### src/logic/fwlt_pkg.sv
// Purpose: Constants and types for the feedwater-loss trip channel.
// Assumes: Flux in hundredths of a percent of rated power; APB byte addresses.
// Notes: Rules carried out by the channel and its bench, tagged in the code.
// Behaviour
// - Enable the trip once selected power reaches the enable setpoint, default 1.75.
// - Bypass the trip once selected power falls to the bypass setpoint, default 0.5.
// - Enable state holds between the two setpoints, giving hysteresis.
// - Bypass setpoint only resets the enable comparator, never trips on its own.
// - Legacy mode trips on own A and B contacts open and own flux enabled.
// - An open contact means the turbine is tripped; closed means not tripped.
// - Flux is percent of rated power, expected span zero to 125.
// - Proposed mode uses the second highest of four flux values.
// - Proposed mode trips on two of four A open, two of four B open, enabled.
// - Proposed mode bypasses when second highest flux is at or below bypass setpoint.
// - Setpoints and algorithm selection live in software-writable registers.
// - Calculated values are neither clamped nor flagged against expected spans.
// - All eight contact states are shared so each channel can vote.
// - Manual shutdown bypass does not inhibit this trip.
// - Alert asserts on two of four open on A or B, ignoring bypass.
package fwlt_pkg;
  localparam int FLUX_W = 16;
  localparam int NUM_CH = 4;
  localparam int ADDR_W = 12;
  localparam logic [ADDR_W-1:0] ADDR_CTRL = 12'h000;
  localparam logic [ADDR_W-1:0] ADDR_ENABLE_SP = 12'h004;
  localparam logic [ADDR_W-1:0] ADDR_BYPASS_SP = 12'h008;
  localparam logic [ADDR_W-1:0] ADDR_STATUS = 12'h00c;
  localparam logic [ADDR_W-1:0] ADDR_SECOND_MAX = 12'h010;
  localparam int CTRL_MODE_BIT = 0;
  localparam int ST_TRIP_BIT = 0;
  localparam int ST_ENABLED_BIT = 1;
  localparam int ST_ALERT_BIT = 2;
  localparam int ST_BYPASS_BIT = 3;
  localparam int ST_SHUTDOWN_BIT = 4;
  localparam logic [FLUX_W-1:0] ENABLE_SP_RST = 16'h00af;
  localparam logic [FLUX_W-1:0] BYPASS_SP_RST = 16'h0032;
  localparam logic [FLUX_W-1:0] FLUX_FULL_SCALE = 16'h30d4;
  localparam logic [2:0] VOTE_MIN = 3'h2;

  typedef enum logic {
    FWLT_LEGACY = 1'b0,
    FWLT_PROPOSED = 1'b1
  } fwlt_mode_type;

  typedef enum logic {
    FWLT_CMP_BYPASSED = 1'b0,
    FWLT_CMP_ENABLED = 1'b1
  } fwlt_cmp_type;

  typedef struct packed {
    logic [NUM_CH-1:0][FLUX_W-1:0] ch;
  } fwlt_flux_type;

  typedef struct packed {
    logic [NUM_CH-1:0] pump_a_pressure_contact;
    logic [NUM_CH-1:0] pump_b_pressure_contact;
  } fwlt_contacts_type;

  typedef struct packed {
    logic channel_trip;
    logic pressure_alert;
    logic trip_bypassed;
    logic power_enabled;
  } fwlt_out_type;
endpackage

### src/logic/fwlt_trip_channel.sv
// Purpose: One protection channel's loss-of-both-feedwater-pumps trip decision.
// Assumes: Contact input high means contact closed; all inputs synchronous to pclk.
// Notes: Registers over APB, zero wait states while ce is high.
//
// Our own choices: the placing of the registers and the APB interface to the registers.
`timescale 1ns/1ns
`default_nettype none
module fwlt_trip_channel (
  input wire logic pclk,
  input wire logic presetn,
  input wire logic ce,
  input wire logic psel,
  input wire logic penable,
  input wire logic pwrite,
  input wire logic [fwlt_pkg::ADDR_W-1:0] paddr,
  input wire logic [31:0] pwdata,
  output logic [31:0] prdata,
  output logic pready,
  output logic pslverr,
  input wire logic [1:0] channel_index,
  input wire logic shutdown_bypass,
  input wire fwlt_pkg::fwlt_flux_type flux_in,
  input wire fwlt_pkg::fwlt_contacts_type contacts_in,
  output fwlt_pkg::fwlt_out_type trip_out
);

  function automatic logic [fwlt_pkg::FLUX_W-1:0] max2(
    input logic [fwlt_pkg::FLUX_W-1:0] a,
    input logic [fwlt_pkg::FLUX_W-1:0] b
  );
    max2 = (a >= b) ? a : b;
  endfunction

  function automatic logic [fwlt_pkg::FLUX_W-1:0] min2(
    input logic [fwlt_pkg::FLUX_W-1:0] a,
    input logic [fwlt_pkg::FLUX_W-1:0] b
  );
    min2 = (a >= b) ? b : a;
  endfunction

  // Second highest of four; a tie at the top returns the tied value
  function automatic logic [fwlt_pkg::FLUX_W-1:0] second_max(
    input fwlt_pkg::fwlt_flux_type f
  );
    logic [fwlt_pkg::FLUX_W-1:0] hi1;
    logic [fwlt_pkg::FLUX_W-1:0] lo1;
    logic [fwlt_pkg::FLUX_W-1:0] hi2;
    logic [fwlt_pkg::FLUX_W-1:0] lo2;
    hi1 = max2(f.ch[0], f.ch[1]);
    lo1 = min2(f.ch[0], f.ch[1]);
    hi2 = max2(f.ch[2], f.ch[3]);
    lo2 = min2(f.ch[2], f.ch[3]);
    second_max = max2(min2(hi1, hi2), max2(lo1, lo2));
  endfunction

  // Open contacts are tripped turbines; true when two or more are open
  function automatic logic vote_two_of_four(
    input logic [fwlt_pkg::NUM_CH-1:0] closed
  );
    logic [2:0] n;
    n = 3'h0;
    for (int i = 0; i < fwlt_pkg::NUM_CH; i++) begin
      n = n + {2'h0, ~closed[i]};
    end
    vote_two_of_four = (n >= fwlt_pkg::VOTE_MIN);
  endfunction

  function automatic logic [2:0] count_ge(
    input fwlt_pkg::fwlt_flux_type f,
    input logic [fwlt_pkg::FLUX_W-1:0] v
  );
    logic [2:0] n;
    n = 3'h0;
    for (int i = 0; i < fwlt_pkg::NUM_CH; i++) begin
      n = n + {2'h0, (f.ch[i] >= v)};
    end
    count_ge = n;
  endfunction

  // Register state
  fwlt_pkg::fwlt_mode_type mode_q, mode_d;
  logic [fwlt_pkg::FLUX_W-1:0] enable_sp_q, enable_sp_d;
  logic [fwlt_pkg::FLUX_W-1:0] bypass_sp_q, bypass_sp_d;
  logic [31:0] rdata_q, rdata_d;

  // Trip state
  fwlt_pkg::fwlt_cmp_type cmp_q, cmp_d;
  logic trip_q, trip_d;
  logic alert_q, alert_d;
  logic [fwlt_pkg::FLUX_W-1:0] second_max_q, second_max_d;

  logic [fwlt_pkg::FLUX_W-1:0] sel_power;
  logic [fwlt_pkg::FLUX_W-1:0] own_flux;
  logic [fwlt_pkg::FLUX_W-1:0] sm_now;
  logic own_a_open;
  logic own_b_open;
  logic vote_a;
  logic vote_b;
  logic turbines_tripped;
  logic setup_phase;
  logic wr_en;
  logic addr_ok;

  // Flux values are taken as they come, with no clamp to the expected span
  assign own_flux = flux_in.ch[channel_index];
  assign sm_now = second_max(flux_in);
  assign own_a_open = ~contacts_in.pump_a_pressure_contact[channel_index];
  assign own_b_open = ~contacts_in.pump_b_pressure_contact[channel_index];
  assign vote_a = vote_two_of_four(contacts_in.pump_a_pressure_contact);
  assign vote_b = vote_two_of_four(contacts_in.pump_b_pressure_contact);

  always_comb begin
    if (mode_q == fwlt_pkg::FWLT_PROPOSED) begin
      sel_power = sm_now;
      turbines_tripped = vote_a && vote_b;
    end else begin
      sel_power = own_flux;
      turbines_tripped = own_a_open && own_b_open;
    end
  end

  // Hysteresis comparator; shutdown_bypass has no say here
  always_comb begin
    cmp_d = cmp_q;
    case (cmp_q)
      fwlt_pkg::FWLT_CMP_BYPASSED: begin
        if (sel_power >= enable_sp_q) begin
          cmp_d = fwlt_pkg::FWLT_CMP_ENABLED;
        end
      end
      fwlt_pkg::FWLT_CMP_ENABLED: begin
        if (sel_power < enable_sp_q && sel_power <= bypass_sp_q) begin
          cmp_d = fwlt_pkg::FWLT_CMP_BYPASSED;
        end
      end
      default: cmp_d = fwlt_pkg::FWLT_CMP_BYPASSED;
    endcase
    trip_d = turbines_tripped && (cmp_d == fwlt_pkg::FWLT_CMP_ENABLED);
    alert_d = vote_a || vote_b;
    second_max_d = sm_now;
  end

  always_ff @(posedge pclk or negedge presetn) begin
    if (!presetn) begin
      cmp_q <= fwlt_pkg::FWLT_CMP_BYPASSED;
      trip_q <= 1'b0;
      alert_q <= 1'b0;
      second_max_q <= '0;
    end else if (ce) begin
      cmp_q <= cmp_d;
      trip_q <= trip_d;
      alert_q <= alert_d;
      second_max_q <= second_max_d;
    end
  end

  always_comb begin
    trip_out.channel_trip = trip_q;
    trip_out.pressure_alert = alert_q;
    trip_out.trip_bypassed = (cmp_q == fwlt_pkg::FWLT_CMP_BYPASSED);
    trip_out.power_enabled = (cmp_q == fwlt_pkg::FWLT_CMP_ENABLED);
  end

  // APB slave: ready follows ce so a frozen block stretches the access phase
  assign setup_phase = psel && !penable;
  assign wr_en = psel && penable && pwrite && ce;
  assign pready = ce;

  always_comb begin
    if (paddr == fwlt_pkg::ADDR_CTRL) begin
      addr_ok = 1'b1;
    end else if (paddr == fwlt_pkg::ADDR_ENABLE_SP) begin
      addr_ok = 1'b1;
    end else if (paddr == fwlt_pkg::ADDR_BYPASS_SP) begin
      addr_ok = 1'b1;
    end else if (paddr == fwlt_pkg::ADDR_STATUS) begin
      addr_ok = 1'b1;
    end else if (paddr == fwlt_pkg::ADDR_SECOND_MAX) begin
      addr_ok = 1'b1;
    end else begin
      addr_ok = 1'b0;
    end
  end

  assign pslverr = psel && penable && !addr_ok;
  assign prdata = rdata_q;

  always_comb begin
    mode_d = mode_q;
    enable_sp_d = enable_sp_q;
    bypass_sp_d = bypass_sp_q;
    rdata_d = rdata_q;
    if (wr_en) begin
      if (paddr == fwlt_pkg::ADDR_CTRL) begin
        mode_d = fwlt_pkg::fwlt_mode_type'(pwdata[fwlt_pkg::CTRL_MODE_BIT]);
      end else if (paddr == fwlt_pkg::ADDR_ENABLE_SP) begin
        enable_sp_d = pwdata[fwlt_pkg::FLUX_W-1:0];
      end else if (paddr == fwlt_pkg::ADDR_BYPASS_SP) begin
        bypass_sp_d = pwdata[fwlt_pkg::FLUX_W-1:0];
      end
    end
    if (setup_phase) begin
      rdata_d = 32'h0000_0000;
      if (paddr == fwlt_pkg::ADDR_CTRL) begin
        rdata_d[fwlt_pkg::CTRL_MODE_BIT] = mode_q;
      end else if (paddr == fwlt_pkg::ADDR_ENABLE_SP) begin
        rdata_d[fwlt_pkg::FLUX_W-1:0] = enable_sp_q;
      end else if (paddr == fwlt_pkg::ADDR_BYPASS_SP) begin
        rdata_d[fwlt_pkg::FLUX_W-1:0] = bypass_sp_q;
      end else if (paddr == fwlt_pkg::ADDR_STATUS) begin
        rdata_d[fwlt_pkg::ST_TRIP_BIT] = trip_q;
        rdata_d[fwlt_pkg::ST_ENABLED_BIT] = (cmp_q == fwlt_pkg::FWLT_CMP_ENABLED);
        rdata_d[fwlt_pkg::ST_ALERT_BIT] = alert_q;
        rdata_d[fwlt_pkg::ST_BYPASS_BIT] = (cmp_q == fwlt_pkg::FWLT_CMP_BYPASSED);
        rdata_d[fwlt_pkg::ST_SHUTDOWN_BIT] = shutdown_bypass;
      end else if (paddr == fwlt_pkg::ADDR_SECOND_MAX) begin
        rdata_d[fwlt_pkg::FLUX_W-1:0] = second_max_q;
      end
    end
  end

  always_ff @(posedge pclk or negedge presetn) begin
    if (!presetn) begin
      mode_q <= fwlt_pkg::FWLT_LEGACY;
      enable_sp_q <= fwlt_pkg::ENABLE_SP_RST;
      bypass_sp_q <= fwlt_pkg::BYPASS_SP_RST;
      rdata_q <= 32'h0000_0000;
    end else if (ce) begin
      mode_q <= mode_d;
      enable_sp_q <= enable_sp_d;
      bypass_sp_q <= bypass_sp_d;
      rdata_q <= rdata_d;
    end
  end

  a_enable_on_rise: assert property (
    @(posedge pclk) disable iff (!presetn)
    ce && sel_power >= enable_sp_q |=> trip_out.power_enabled
  ) else $error("Comparator not enabled at or above enable setpoint");

  a_bypass_on_fall: assert property (
    @(posedge pclk) disable iff (!presetn)
    ce && sel_power <= bypass_sp_q && sel_power < enable_sp_q |=> trip_out.trip_bypassed
  ) else $error("Comparator not bypassed at or below bypass setpoint");

  a_hold_enabled: assert property (
    @(posedge pclk) disable iff (!presetn)
    ce && trip_out.power_enabled && sel_power > bypass_sp_q |=> trip_out.power_enabled
  ) else $error("Enabled state dropped above bypass setpoint");

  a_no_rise_trip: assert property (
    @(posedge pclk) disable iff (!presetn)
    ce && trip_out.trip_bypassed && sel_power < enable_sp_q |=> !trip_q ##0 trip_out.trip_bypassed
  ) else $error("Bypass setpoint acted on rising power");

  a_legacy_trip: assert property (
    @(posedge pclk) disable iff (!presetn)
    ce && mode_q == fwlt_pkg::FWLT_LEGACY && own_a_open && own_b_open
      && own_flux >= enable_sp_q |=> trip_q
  ) else $error("Legacy trip missing");

  a_closed_no_trip: assert property (
    @(posedge pclk) disable iff (!presetn)
    ce && mode_q == fwlt_pkg::FWLT_LEGACY
      && contacts_in.pump_a_pressure_contact[channel_index] |=> !trip_q
  ) else $error("Closed contact produced a trip");

  a_second_max_ok: assert property (
    @(posedge pclk) disable iff (!presetn)
    ce |=> count_ge($past(flux_in), second_max_q) >= 3'h2
      && (second_max_q == 16'hffff
      || count_ge($past(flux_in), second_max_q + 16'h0001) <= 3'h1)
  ) else $error("Second maximum selection wrong");

  a_vote_no_trip: assert property (
    @(posedge pclk) disable iff (!presetn)
    ce && mode_q == fwlt_pkg::FWLT_PROPOSED && !(vote_a && vote_b) |=> !trip_q
  ) else $error("Proposed trip without both votes");

  a_proposed_bypass: assert property (
    @(posedge pclk) disable iff (!presetn)
    ce && mode_q == fwlt_pkg::FWLT_PROPOSED && sm_now <= bypass_sp_q
      && sm_now < enable_sp_q |=> !trip_q && trip_out.trip_bypassed
  ) else $error("Proposed bypass not applied");

  a_setpoint_write: assert property (
    @(posedge pclk) disable iff (!presetn)
    wr_en && paddr == fwlt_pkg::ADDR_ENABLE_SP |=> enable_sp_q == $past(pwdata[15:0])
  ) else $error("Enable setpoint write lost");

  a_bypass_write: assert property (
    @(posedge pclk) disable iff (!presetn)
    wr_en && paddr == fwlt_pkg::ADDR_BYPASS_SP |=> bypass_sp_q == $past(pwdata[15:0])
  ) else $error("Bypass setpoint write lost");

  a_mode_write: assert property (
    @(posedge pclk) disable iff (!presetn)
    wr_en && paddr == fwlt_pkg::ADDR_CTRL |=> mode_q == $past(pwdata[0])
  ) else $error("Mode write lost");

  a_proposed_trip: assert property (
    @(posedge pclk) disable iff (!presetn)
    ce && mode_q == fwlt_pkg::FWLT_PROPOSED
      && $countones(contacts_in.pump_a_pressure_contact) <= 2
      && $countones(contacts_in.pump_b_pressure_contact) <= 2 && sm_now >= enable_sp_q |=> trip_q
  ) else $error("Proposed trip missing");

  a_shutdown_ignored: assert property (
    @(posedge pclk) disable iff (!presetn)
    ce && shutdown_bypass && turbines_tripped && sel_power >= enable_sp_q |=> trip_q
  ) else $error("Shutdown bypass inhibited the trip");

  a_alert_unblocked: assert property (
    @(posedge pclk) disable iff (!presetn)
    ce && (vote_a || vote_b) |=> alert_q
  ) else $error("Alert missing on two of four open");

  a_alert_clear: assert property (
    @(posedge pclk) disable iff (!presetn)
    ce && $countones(contacts_in.pump_a_pressure_contact) >= 3
      && $countones(contacts_in.pump_b_pressure_contact) >= 3 |=> !alert_q
  ) else $error("Alert raised with fewer than two open");

  a_freeze_state: assert property (
    @(posedge pclk) disable iff (!presetn)
    !ce |=> $stable(cmp_q) && $stable(trip_q) && $stable(enable_sp_q)
  ) else $error("State changed while clock enable low");

  c_proposed_trip: cover property (
    @(posedge pclk) disable iff (!presetn)
    mode_q == fwlt_pkg::FWLT_PROPOSED && trip_q
  );

  c_legacy_trip: cover property (
    @(posedge pclk) disable iff (!presetn)
    mode_q == fwlt_pkg::FWLT_LEGACY && trip_q
  );

  c_enable_then_bypass: cover property (
    @(posedge pclk) disable iff (!presetn)
    trip_out.power_enabled ##[1:50] trip_out.trip_bypassed
  );

  c_shutdown_trip: cover property (
    @(posedge pclk) disable iff (!presetn)
    shutdown_bypass && trip_q
  );

  c_alert_while_bypassed: cover property (
    @(posedge pclk) disable iff (!presetn)
    alert_q && trip_out.trip_bypassed
  );

endmodule
`default_nettype wire

### config.mk
export PLATFORM = sky130hd
export DESIGN_NAME = fwlt_trip_channel
export DESIGN_NICKNAME = d
export VERILOG_FILES = /design/src/logic/fwlt_pkg.sv /design/src/logic/fwlt_trip_channel.sv
export SDC_FILE = /design/constraint.sdc
export NUM_CORES = 1
export LEC_CHECK = 0
export BUFFER_PORTS_ARGS = -buffer_cell sky130_fd_sc_hd__buf_2
export CAP_MARGIN = 20
export CORE_AREA = 2 2 127 129
export CTS_CLUSTER_DIAMETER = 40
export DETAILED_ROUTE_END_ITERATION = 6
export DIE_AREA = 0 0 129 131
export HOLD_SLACK_MARGIN = 0.03
export PLACE_DENSITY = 0.73
export SYNTH_ARGS = -nofsm -noshare
export SYNTH_HDL_FRONTEND = slang
export SYNTH_SLANG_ARGS = --single-unit
### constraint.sdc
create_clock -name pclk -period 5.1 [get_ports pclk]
set_input_delay 0.765 -clock pclk [delete_from_list [all_inputs] [get_ports pclk]]
set_output_delay 0.765 -clock pclk [all_outputs]
set_load 0.03 [all_outputs]
==> flow_metrics.tcl, run 1 <==
set metrics [dict create \
    grt_pass1_wl_um 40500 \
    placement.cell_area_sq_mm 0.0104 \
    setup.worst_path.end_class "register" \
    n_antenna_cell 0 \
    io_buffers 130 \
    setup_viol_count_final 18 \
    vias 8701 \
    worst-path-stages 39 \
    cap_viol_max_count 0 \
    grt_start_max_net_pins 69 \
    synth.yosys.seq_area_share_pct 22.3 \
    finalHoldViolations 0 \
    standard_cell_with_the_maximum_stage_delay_on_the_critical_path "o31ai_4" \
    finClkSkew_ns 0.00464 \
    cts_buffer_depth 2 \
    first_iter_violations 818 \
    synth_enable_flop_cells 0 \
    max_freq_mhz 124 \
    p_clk_share_pct 19.2 \
    yosys_most_used_dff "dfrtp_1" \
    static-leakage-power_nw 6.04 \
    slew_violations 0 \
    postSynthRegisterBits 68 \
    worstReg2RegStart "mode_q$_DFFE_PN0P_" \
    power.share.switching_pct 38.7 \
    fin_crit_share_pct 158 \
    rsz_0062_raised_after_global_routing "true" \
    crit_path_start "flux_in[28]" \
    layout-drive-gt1-share_pct 46.5 \
    fp.dieH_um 131 \
    cp_slowest_stage_delay_ns 0.39 \
    post-synth-top-area-fraction_pct 19.2 \
    yosys_warnings 0 \
    final_area_sq_mm 0.0117 \
    clock_sinks 68 \
    post_synth_instance_area_sq_mm 0.00767 \
    failed_checks "negative setup slack" \
    hp-class "register to register" \
    via_per_inst 5.86 \
    core_region_area_sq_mm 0.0156 \
    worst_slew_margin_rel_pct 31.4 \
    fp-row-count 46 \
    insertion_delay_ns 0.34 \
    intPower_w 0.00213 \
    fp.dieArea_sq_mm 0.0169 \
    timing.critical_path.mode_cell "buf_4" \
    cp_data_required_time_ns 5.29 \
    crit_type "primary input to register" \
    synth_area_leaders "dfrtp_1, ha_1, inv_1" \
    critical_path_peak_fanout 6 \
    globalRoute.totalOverflow 0 \
    max_slew.worst_pin.slew_ns 1.03 \
    starting_density_of_the_core_pct 49.2 \
    hold_ws_ns 0.470 \
    total_power_consumption_w 0.00347 \
    synthDistinctLibCells 63 \
    reg2reg_depth 13 \
    drtAntennaViolNets 0 \
    root_buffer "clkbuf_16" \
    r2r_end "trip_q$_DFFE_PN0P_" \
    final_critical_path_setup_slack_ns -2.94 \
    synth.top_cells.by_count "inv_1, ha_1, nor2_1" \
    ports 163 \
    avgSynthCellArea_sq_um 8.36 \
    antenna_found_initial 0 \
    clkSlewWorstSetupHoldPaths_ns 0.05 \
    post_drt_wl_per_cell_um 19.1 \
    fillCellCount 1049 \
    dpl.hpwl_um 19100 \
    total_power_divided_by_cell_area_mw_per_mm2 296 \
    gpl.final_weighted_congestion 0.917 \
    finalNetCount 1501 \
    p_switching_w 0.00134 \
    first_global_vias 8225 \
    maximum_vdd_ir_drop_uv 183 \
    synth_async_sr_flop_share_pct 100 \
    cts_tree "yes" \
    total_wire_length_after_detailed_routing_um 28400 \
    synthMostInstantiatedCell "inv_1" \
    cp_data_arrival_time_ns 8.22 \
    die_x_um 129 \
    drc_errors 0 \
    netlist.top_cell.by_area "dfrtp_1" \
    layout.area.seq_sq_mm 0.00171 \
    ctsHtreeMaxLevel 3 \
    power.combinational.fraction_pct 61.4 \
    finalWorstPathRequiredPeriod_ns 8.04 \
    synthToLayoutAreaGrowth_pct 53.1 \
    status "finished, violations left" \
    dp_worst_setup_slack_ns -3.27 \
    worst-path-buf-inv 11 \
    multiInputGateArea_sq_mm 0.00609 \
    cp_capture_point "trip_q$_DFFE_PN0P_" \
    setup.reg_to_reg.worst_slack_ns 1.66 \
    cts-hold-fix-buffers 0 \
    gr-usage-all-layers_pct 30.1 \
    final_util_pct 75.3 \
    critical-path-top-delay-family "compound AO/OA/AOI/OAI gates" \
    dr.pass1.iters 6 \
    cts-buffers-inserted 9 \
    syn_inst 918 \
    setup.worst_path.start_class "primary input" \
    seq_power_share_pct 19.4 \
]
## tightest hold or removal path: stages, from the launching register on
cell and delay (ns):
dfrtp_1 0.33, nand2_1 0.04, o21ai_0 0.06
## placed cells by master (no fill, tap or decap), drive strengths merged, types with 8 or more instances in the layout
cell type / synthesis / layout
a211oi: 9 / 9
a21o: 31 / 31
a21oi: 58 / 58
a221oi: 30 / 30
a222oi: 12 / 12
buf: 31 / 384
clkbuf: 34 / 13
conb: 1 / 16
dfrtp: 59 / 59
dfstp: 9 / 9
ha: 109 / 109
inv: 122 / 122
mux2: 34 / 34
mux2i: 37 / 37
mux4: 16 / 16
nand2: 73 / 73
nand4: 13 / 13
nor2: 87 / 87
nor3: 14 / 14
o21a: 8 / 8
o21ai: 64 / 64
## power groups by stage
| stage | clock (W) | combinational, W | sequential (W) |
|---|---|---|---|
| 3_5_place_dp | 0 | 0.00162 | 0.000674 |
| 5_1_grt | 0.000699 | 0.00225 | 0.000676 |
| 2_1_floorplan | 0 | 0.00102 | 0.000643 |
| 4_1_cts | 0.000672 | 0.00181 | 0.000667 |
| 3_3_place_gp | 0 | 0.00157 | 0.000673 |
| 6_report | 0.000665 | 0.00213 | 0.000675 |
## layout make-up
class	instances	area share (%)
Inverter	122	4.13
Timing Repair Buffer	386	24.4
Clock buffer	12	2.10
Multi-Input combinational cell	678	51.9
Sequential cell	68	14.6
Tap cell	216	2.30
Clock inverter	4	0.618
## flip-flops by register name (all words and copies together), names as in the netlist
signal	cells
bypass_sp_q	16
enable_sp_q	16
prdata	16
second_max_q	16
alert_q	1
cmp_q	1
mode_q	1
trip_q	1
## what timing repair did
| item | 4_1_cts | 5_1_grt |
|---|---|---|
| setup endpoints to repair | 18 | 18 |
| resized for setup | 82 | 63 |
| buffers inserted | 15 | 12 |
| pin swaps | 41 | 40 |
| cloned | 2 | 1 |
## worst min-delay path by stage
stage / cells past startpoint / slack, ns / startpoint / endpoint
4_1_cts: 2 / 0.48 / prdata[14]$_DFFE_PN0P_ / prdata[14]$_DFFE_PN0P_
5_1_grt: 2 / 0.50 / prdata[14]$_DFFE_PN0P_ / prdata[14]$_DFFE_PN0P_
6_report: 2 / 0.47 / prdata[14]$_DFFE_PN0P_ / prdata[14]$_DFFE_PN0P_
3_5_place_dp: 2 / 0.46 / prdata[14]$_DFFE_PN0P_ / prdata[14]$_DFFE_PN0P_
2_1_floorplan: 0 / 0.47 / presetn / alert_q$_DFFE_PN0P_
3_3_place_gp: 2 / 0.46 / prdata[15]$_DFFE_PN0P_ / prdata[15]$_DFFE_PN0P_
## cells by family after synthesis
family	count (synthesis)	share of synthesized area, %
AO/OA/AOI/OAI	242	21.4
AND/OR/NAND/NOR	221	12.7
buffers and inverters	187	10.4
adder cells (fa/ha/maj)	112	18.4
multiplexers	87	14.7
flip-flops	68	22.3
other	1	0.0489
## layer usage
metal / wire [um] / part of all wire [%] / GRT usage (%)
met1: 11300 / 40 / 39.0
met2: 13700 / 48 / 52.6
met3: 2000 / 7.0 / 2.73
met4: 1330 / 4.7 / 11.3
met5: 0 / 0 / 0
## metrics by stage
stage | TNS, ns | cells
finish | -27.07 | 1486
global route | -28.95 | 1486
CTS | -23.37 | 1473
detailed placement | -32.31 | 1440
global placement | -29.66 | 1440
floorplan | -17.84 | 933
Note: power is estimated with default switching activity, not from simulation.
==> run 2, diff against run 1 <==
--- a/config.mk
+++ b/config.mk
@@ -13,6 +13,7 @@
 export DIE_AREA = 0 0 129 131
 export HOLD_SLACK_MARGIN = 0.03
 export PLACE_DENSITY = 0.73
+export SLEW_MARGIN = 20
 export SYNTH_ARGS = -nofsm -noshare
 export SYNTH_HDL_FRONTEND = slang
 export SYNTH_SLANG_ARGS = --single-unit
==> constraint.sdc (replaced) <==
create_clock -name pclk -period 5.1 [get_ports pclk]
set_input_delay 0 -clock pclk [delete_from_list [all_inputs] [get_ports pclk]]
set_output_delay 0 -clock pclk [all_outputs]
set_load 0.03 [all_outputs]
==> run 2 against run 1 <==
Effect of this change: the flow still finishes with violations (negative setup slack); total power grew 1.8%; first-iteration DRC count decreased by 6.6%; highest routed layer unchanged; via count is 0.75% higher; count of clock-buffer cells in the layout down 1; sequential share of layout area shrank 0.34 points; flip-flop and latch count stayed put; sequential power about the same; hold slack worse by 0.39 ns; die area is the same; cell count grew 2.2%.
==> flow_metrics.tcl, run 2 (same netlist as run 1, synthesis figures left out) <==
set metrics [dict create \
    cp_slowest_stage_delay_ns 0.36 \
    standard_cell_with_the_maximum_stage_delay_on_the_critical_path "a211oi_1" \
    critical-path-top-delay-family "compound AO/OA/AOI/OAI gates" \
    fin_crit_share_pct 141 \
    p_clk_share_pct 19.7 \
    finish.cell_count_without_fillers 1519 \
    worst-path-buf-inv 12 \
    intPower_w 0.00219 \
    via_per_inst 5.77 \
    dr.pass1.iters 6 \
    fp.dieArea_sq_mm 0.0169 \
    finalHoldViolations 0 \
    seq_power_share_pct 19.1 \
    crit_type "primary input to register" \
    slew_violations 0 \
    groute.layer.met3.usage_pct 4.56 \
    power.combinational.fraction_pct 61.2 \
    first_global_vias 8815 \
    place_inst 1450 \
    power.share.switching_pct 38.0 \
    rsz_0062_raised_after_global_routing "true" \
    drtAntennaViolNets 0 \
    ctsHtreeMaxLevel 3 \
    ports 163 \
    setup.worst_path.start_class "primary input" \
    cts-buffers-inserted 9 \
    max_slew.worst_pin.slew_ns 1.00 \
    mostFrequentLayoutCells "buf_4, buf_2, inv_1" \
    timing.critical_path.mode_cell "buf_4" \
    layout-drive-gt1-share_pct 46.5 \
    synthToLayoutAreaGrowth_pct 56.8 \
    core_region_area_sq_mm 0.0156 \
    finalWorstPathRequiredPeriod_ns 7.20 \
    p_switching_w 0.00134 \
    total_power_divided_by_cell_area_mw_per_mm2 294 \
    globalRoute.totalOverflow 0 \
    insertion_delay_ns 0.34 \
    cts_tree "yes" \
    grt_pass1_wl_um 42100 \
    maximum_vdd_ir_drop_uv 230 \
    cp_data_arrival_time_ns 7.40 \
    first_iter_violations 764 \
    antenna_found_initial 0 \
    fp.dieH_um 131 \
    finClkSkew_ns 0.00336 \
    grt.met2_usage_pct 56.6 \
    static-leakage-power_nw 6.17 \
    drc_errors 0 \
    use_met1_pct 37.7 \
    status "finished, violations left" \
    placement.cell_area_sq_mm 0.0105 \
    gr-usage-all-layers_pct 31.7 \
    total_wire_length_after_detailed_routing_um 28100 \
    cp_data_required_time_ns 5.30 \
    cap_viol_max_count 0 \
    vias 8766 \
    dpl.hpwl_um 19000 \
    final_common_cell "buf_4" \
    final_area_sq_mm 0.0120 \
    setup.worst_path.end_class "register" \
    post_drt_wl_per_cell_um 18.5 \
    hp-class "primary input to register" \
    critical_path_peak_fanout 9 \
    starting_density_of_the_core_pct 49.2 \
    worst_slew_margin_rel_pct 33.0 \
    final_critical_path_setup_slack_ns -2.10 \
    clock_sinks 68 \
    setup_viol_count_final 18 \
    gpl.final_weighted_congestion 0.962 \
    io_buffers 130 \
    max_freq_mhz 139 \
    grt_start_max_net_pins 69 \
    finalNetCount 1534 \
    clkSlewWorstSetupHoldPaths_ns 0.06 \
    cts_buffer_depth 2 \
    total_power_consumption_w 0.00354 \
    die_x_um 129 \
    fp-row-count 46 \
    root_buffer "clkbuf_16" \
    n_antenna_cell 0 \
    failed_checks "negative setup slack" \
    grt-busiest-layer "met2" \
]
run 2: cell count changes in the layout (fill, tap and decap cells not counted), sizes merged:
cell | before | now
buf | 384 | 399
clkinvlp | 1 | 2
dlygate4sd3 | 0 | 17
run 2: layout make-up:
cell class / count / area, sq um
clock buffer: 11 / 253
clock inverter: 5 / 83.8
fill: 1002 / 3570
inverter: 122 / 485
multi-input combinational: 678 / 6100
sequential: 68 / 1710
tap: 216 / 270
timing repair buffer: 419 / 3130
run 2: worst paths after layout:
kind	from	slack [ns]	cells past startpoint	end
worst max-delay path	flux_in[31]	-2.10	42	trip_q$_DFFE_PN0P_
max in group asynchronous	presetn	4.14	3	enable_sp_q[10]$_DFFE_PN0P_
min in group asynchronous	presetn	0.36	3	prdata[4]$_DFFE_PN0P_
worst min register to register	prdata[10]$_DFFE_PN0P_	0.47	2	prdata[10]$_DFFE_PN0P_
worst max register to register	mode_q$_DFFE_PN0P_	1.80	14	trip_q$_DFFE_PN0P_
worst min-delay path	contacts_in[2]	0.08	4	alert_q$_DFFE_PN0P_
run 2: power groups by stage:
stage | Clock (W) | Combinational, W | Sequential (W)
after floorplan | 0 | 0.00100 | 0.000643
after global placement | 0 | 0.00157 | 0.000673
after detailed placement | 0 | 0.00161 | 0.000674
after CTS | 0.000700 | 0.00191 | 0.000666
after global routing | 0.000726 | 0.00230 | 0.000680
final | 0.000696 | 0.00217 | 0.000674
run 2: metrics by stage:
step | util (%) | worst slack (ns) | hold slack, ns | TNS [ns]
2_1_floorplan | - | -1.73 | -0.296 | -4.31
3_3_place_gp | 67.1 | -2.47 | 0.219 | -18.29
3_5_place_dp | 67.1 | -2.71 | 0.226 | -21.11
4_1_cts | 74.6 | -1.86 | 0.0655 | -8.21
5_1_grt | 77.1 | -2.36 | 0.107 | -15.78
6_report | 77.1 | -2.10 | 0.0775 | -12.59
run 2: timing repair:
action / 4_1_cts / 5_1_grt
pin swaps: 52 / 35
endpoints found under the setup margin: 18 / 18
gates cloned: 2 / 1
gates resized for setup: 101 / 47
buffers inserted: 18 / 15
hold buffers: 17 / 0
endpoints found under the hold margin: 92 / 0
run 2: metal layers:
layer,part of all wire [%],vias to the layer above
met5,0,-
met4,4.1,0
met3,7.0,120
met2,49,452
met1,40,4158
li1,-,4036
run 2: tightest hold or removal path, stage by stage:
cell	delay, ns
buf_2	0.10
inv_1	0.04
a21oi_1	0.07
a31oi_1	0.15
==> run 3, diff against run 2 <==
--- a/config.mk
+++ b/config.mk
@@ -12,7 +12,7 @@
 export DETAILED_ROUTE_END_ITERATION = 6
 export DIE_AREA = 0 0 129 131
 export HOLD_SLACK_MARGIN = 0.03
-export PLACE_DENSITY = 0.73
+export PLACE_DENSITY = 0.84
 export SLEW_MARGIN = 20
 export SYNTH_ARGS = -nofsm -noshare
 export SYNTH_HDL_FRONTEND = slang
==> run 3 against run 2 <==
Effect of this change: the run ends with design-rule violations, negative setup slack left; die area unchanged; routed wire length up 8.9%; cell count down 1.2%; sequential share of layout area up 0.14 points; non-clock buffer count down 18; via count up 3.2%; combinational power about the same.
==> flow_metrics.tcl, run 3 (same netlist as run 1, synthesis figures left out) <==
set metrics [dict create \
    ctsHtreeMaxLevel 3 \
    fp.dieArea_sq_mm 0.0169 \
    crit_type "primary input to register" \
    drc_errors 3 \
    standard_cell_with_the_maximum_stage_delay_on_the_critical_path "ha_1" \
    layout-drive-gt1-share_pct 46.1 \
    final_common_cell "buf_4" \
    ports 163 \
    antenna_found_initial 0 \
    die_x_um 129 \
    clock_sinks 68 \
    worst_slew_margin_rel_pct 34.2 \
    finalWorstPathRequiredPeriod_ns 7.23 \
    total_power_consumption_w 0.00355 \
    first_iter_violations 802 \
    dr.pass1.iters 7 \
    post_drt_wl_per_cell_um 20.4 \
    globalRoute.totalOverflow 0 \
    core_region_area_sq_mm 0.0156 \
    via_per_inst 6.03 \
    vias 9047 \
    insertion_delay_ns 0.34 \
    fp-row-count 46 \
    finish.cell_count_without_fillers 1501 \
    cap_viol_max_count 0 \
    finalNetCount 1516 \
    cts-buffers-inserted 9 \
    critical_path_peak_fanout 5 \
    fillCellCount 906 \
    mostFrequentLayoutCells "buf_4, buf_2, inv_1" \
    dpl.hpwl_um 19900 \
    finalHoldViolations 0 \
    grt_pass1_wl_um 44400 \
    n_antenna_cell 0 \
    final_critical_path_setup_slack_ns -2.13 \
    placement.cell_area_sq_mm 0.0103 \
    hp-start "contacts_in[6]" \
    max_slew.worst_pin.slew_ns 0.984 \
    gr-usage-all-layers_pct 33.5 \
    root_buffer "clkbuf_16" \
    setup.worst_path.end_class "register" \
    setup.worst_path.start_class "primary input" \
    final_area_sq_mm 0.0119 \
    slew_violations 0 \
    crit_path_start "flux_in[29]" \
    fin_crit_share_pct 142 \
    hold_ws_ns 0.106 \
    total_wire_length_after_detailed_routing_um 30600 \
    final_util_pct 76.4 \
    clkSlewWorstSetupHoldPaths_ns 0.06 \
    cts_tree "yes" \
    cp_data_required_time_ns 5.29 \
    static-leakage-power_nw 6.08 \
    setup_viol_count_final 18 \
    max_freq_mhz 138 \
    worstReg2RegStart "mode_q$_DFFE_PN0P_" \
    gpl.final_weighted_congestion 0.914 \
    failed_checks "design-rule violations, negative setup slack" \
    starting_density_of_the_core_pct 49.2 \
    total_power_divided_by_cell_area_mw_per_mm2 298 \
    first_global_vias 8952 \
    finClkSkew_ns 0.00729 \
    hp-class "primary input to register" \
    synthToLayoutAreaGrowth_pct 55.3 \
    maximum_vdd_ir_drop_uv 208 \
    drtAntennaViolNets 0 \
    grt_start_max_net_pins 69 \
    setup.reg_to_reg.worst_slack_ns 1.69 \
    rsz_0062_raised_after_global_routing "true" \
    status "finished, violations left" \
    timing.critical_path.mode_cell "o21a_1" \
    io_buffers 130 \
    cp_data_arrival_time_ns 7.42 \
    place_inst 1433 \
    cp_slowest_stage_delay_ns 0.39 \
    cts_buffer_depth 2 \
    fp.dieH_um 131 \
]
[run 3: routing by layer]
layer | part of all wire (%) | GRT usage (%) | wire length (um)
met4 | 6.9 | 18.0 | 2120
met5 | 0 | 0 | 0
met2 | 48 | 59.7 | 14700
met1 | 37 | 38.9 | 11300
met3 | 8.1 | 4.97 | 2470
[run 3: stage by stage]
step	setup TNS [ns]	worst slack [ns]
final	-11.95	-2.13
after global routing	-13.80	-2.29
after CTS	-6.98	-1.70
after global placement	-13.79	-2.31
after floorplan	-4.31	-1.73
after detailed placement	-18.05	-2.56
[run 3: worst paths after layout]
| path | to | cells after the start |
|---|---|---|
| max | trip_q$_DFFE_PN0P_ | 42 |
| min | alert_q$_DFFE_PN0P_ | 4 |
| max reg2reg | trip_q$_DFFE_PN0P_ | 12 |
| min reg2reg | prdata[4]$_DFFE_PN0P_ | 2 |
| max in group asynchronous | second_max_q[12]$_DFFE_PN0P_ | 3 |
| min in group asynchronous | prdata[1]$_DFFE_PN0P_ | 3 |
[run 3: final cells by class]
type | instances | area (sq um) | area share, %
multi-input cells | 678 | 6150 | 51.7
repair buffers | 401 | 2970 | 25.0
flip-flops and latches | 68 | 1710 | 14.4
inverters | 122 | 483 | 4.05
well taps | 216 | 270 | 2.27
clock buffers | 12 | 246 | 2.07
clock inverters | 4 | 72.6 | 0.609
[run 3: repair_timing]
item | in CTS | in global routing
endpoints found under the hold margin | 92 | 0
endpoints found under the setup margin | 18 | 18
gates resized for setup | 108 | 51
cloned | 3 | 1
pin swaps | 53 | 30
setup buffers | 20 | 11
hold buffers | 17 | 0
[run 3: where the power goes]
part | internal (W) | switching, W | leakage (nW)
Sequential | 0.000609 | 0.0000633 | 0.753
Clock | 0.000441 | 0.000235 | 0.153
Combinational | 0.00111 | 0.00109 | 5.17
Total | 0.00216 | 0.00139 | 6.08
[run 3: critical path, delay by kind of cell]
kind	cells	cell delay (ns)
AO/OA/AOI/OAI	20	3.69
adder cells (fa/ha/maj)	4	1.09
buffers and inverters	8	0.89
multiplexers	2	0.48
AND/OR/NAND/NOR	8	1.26
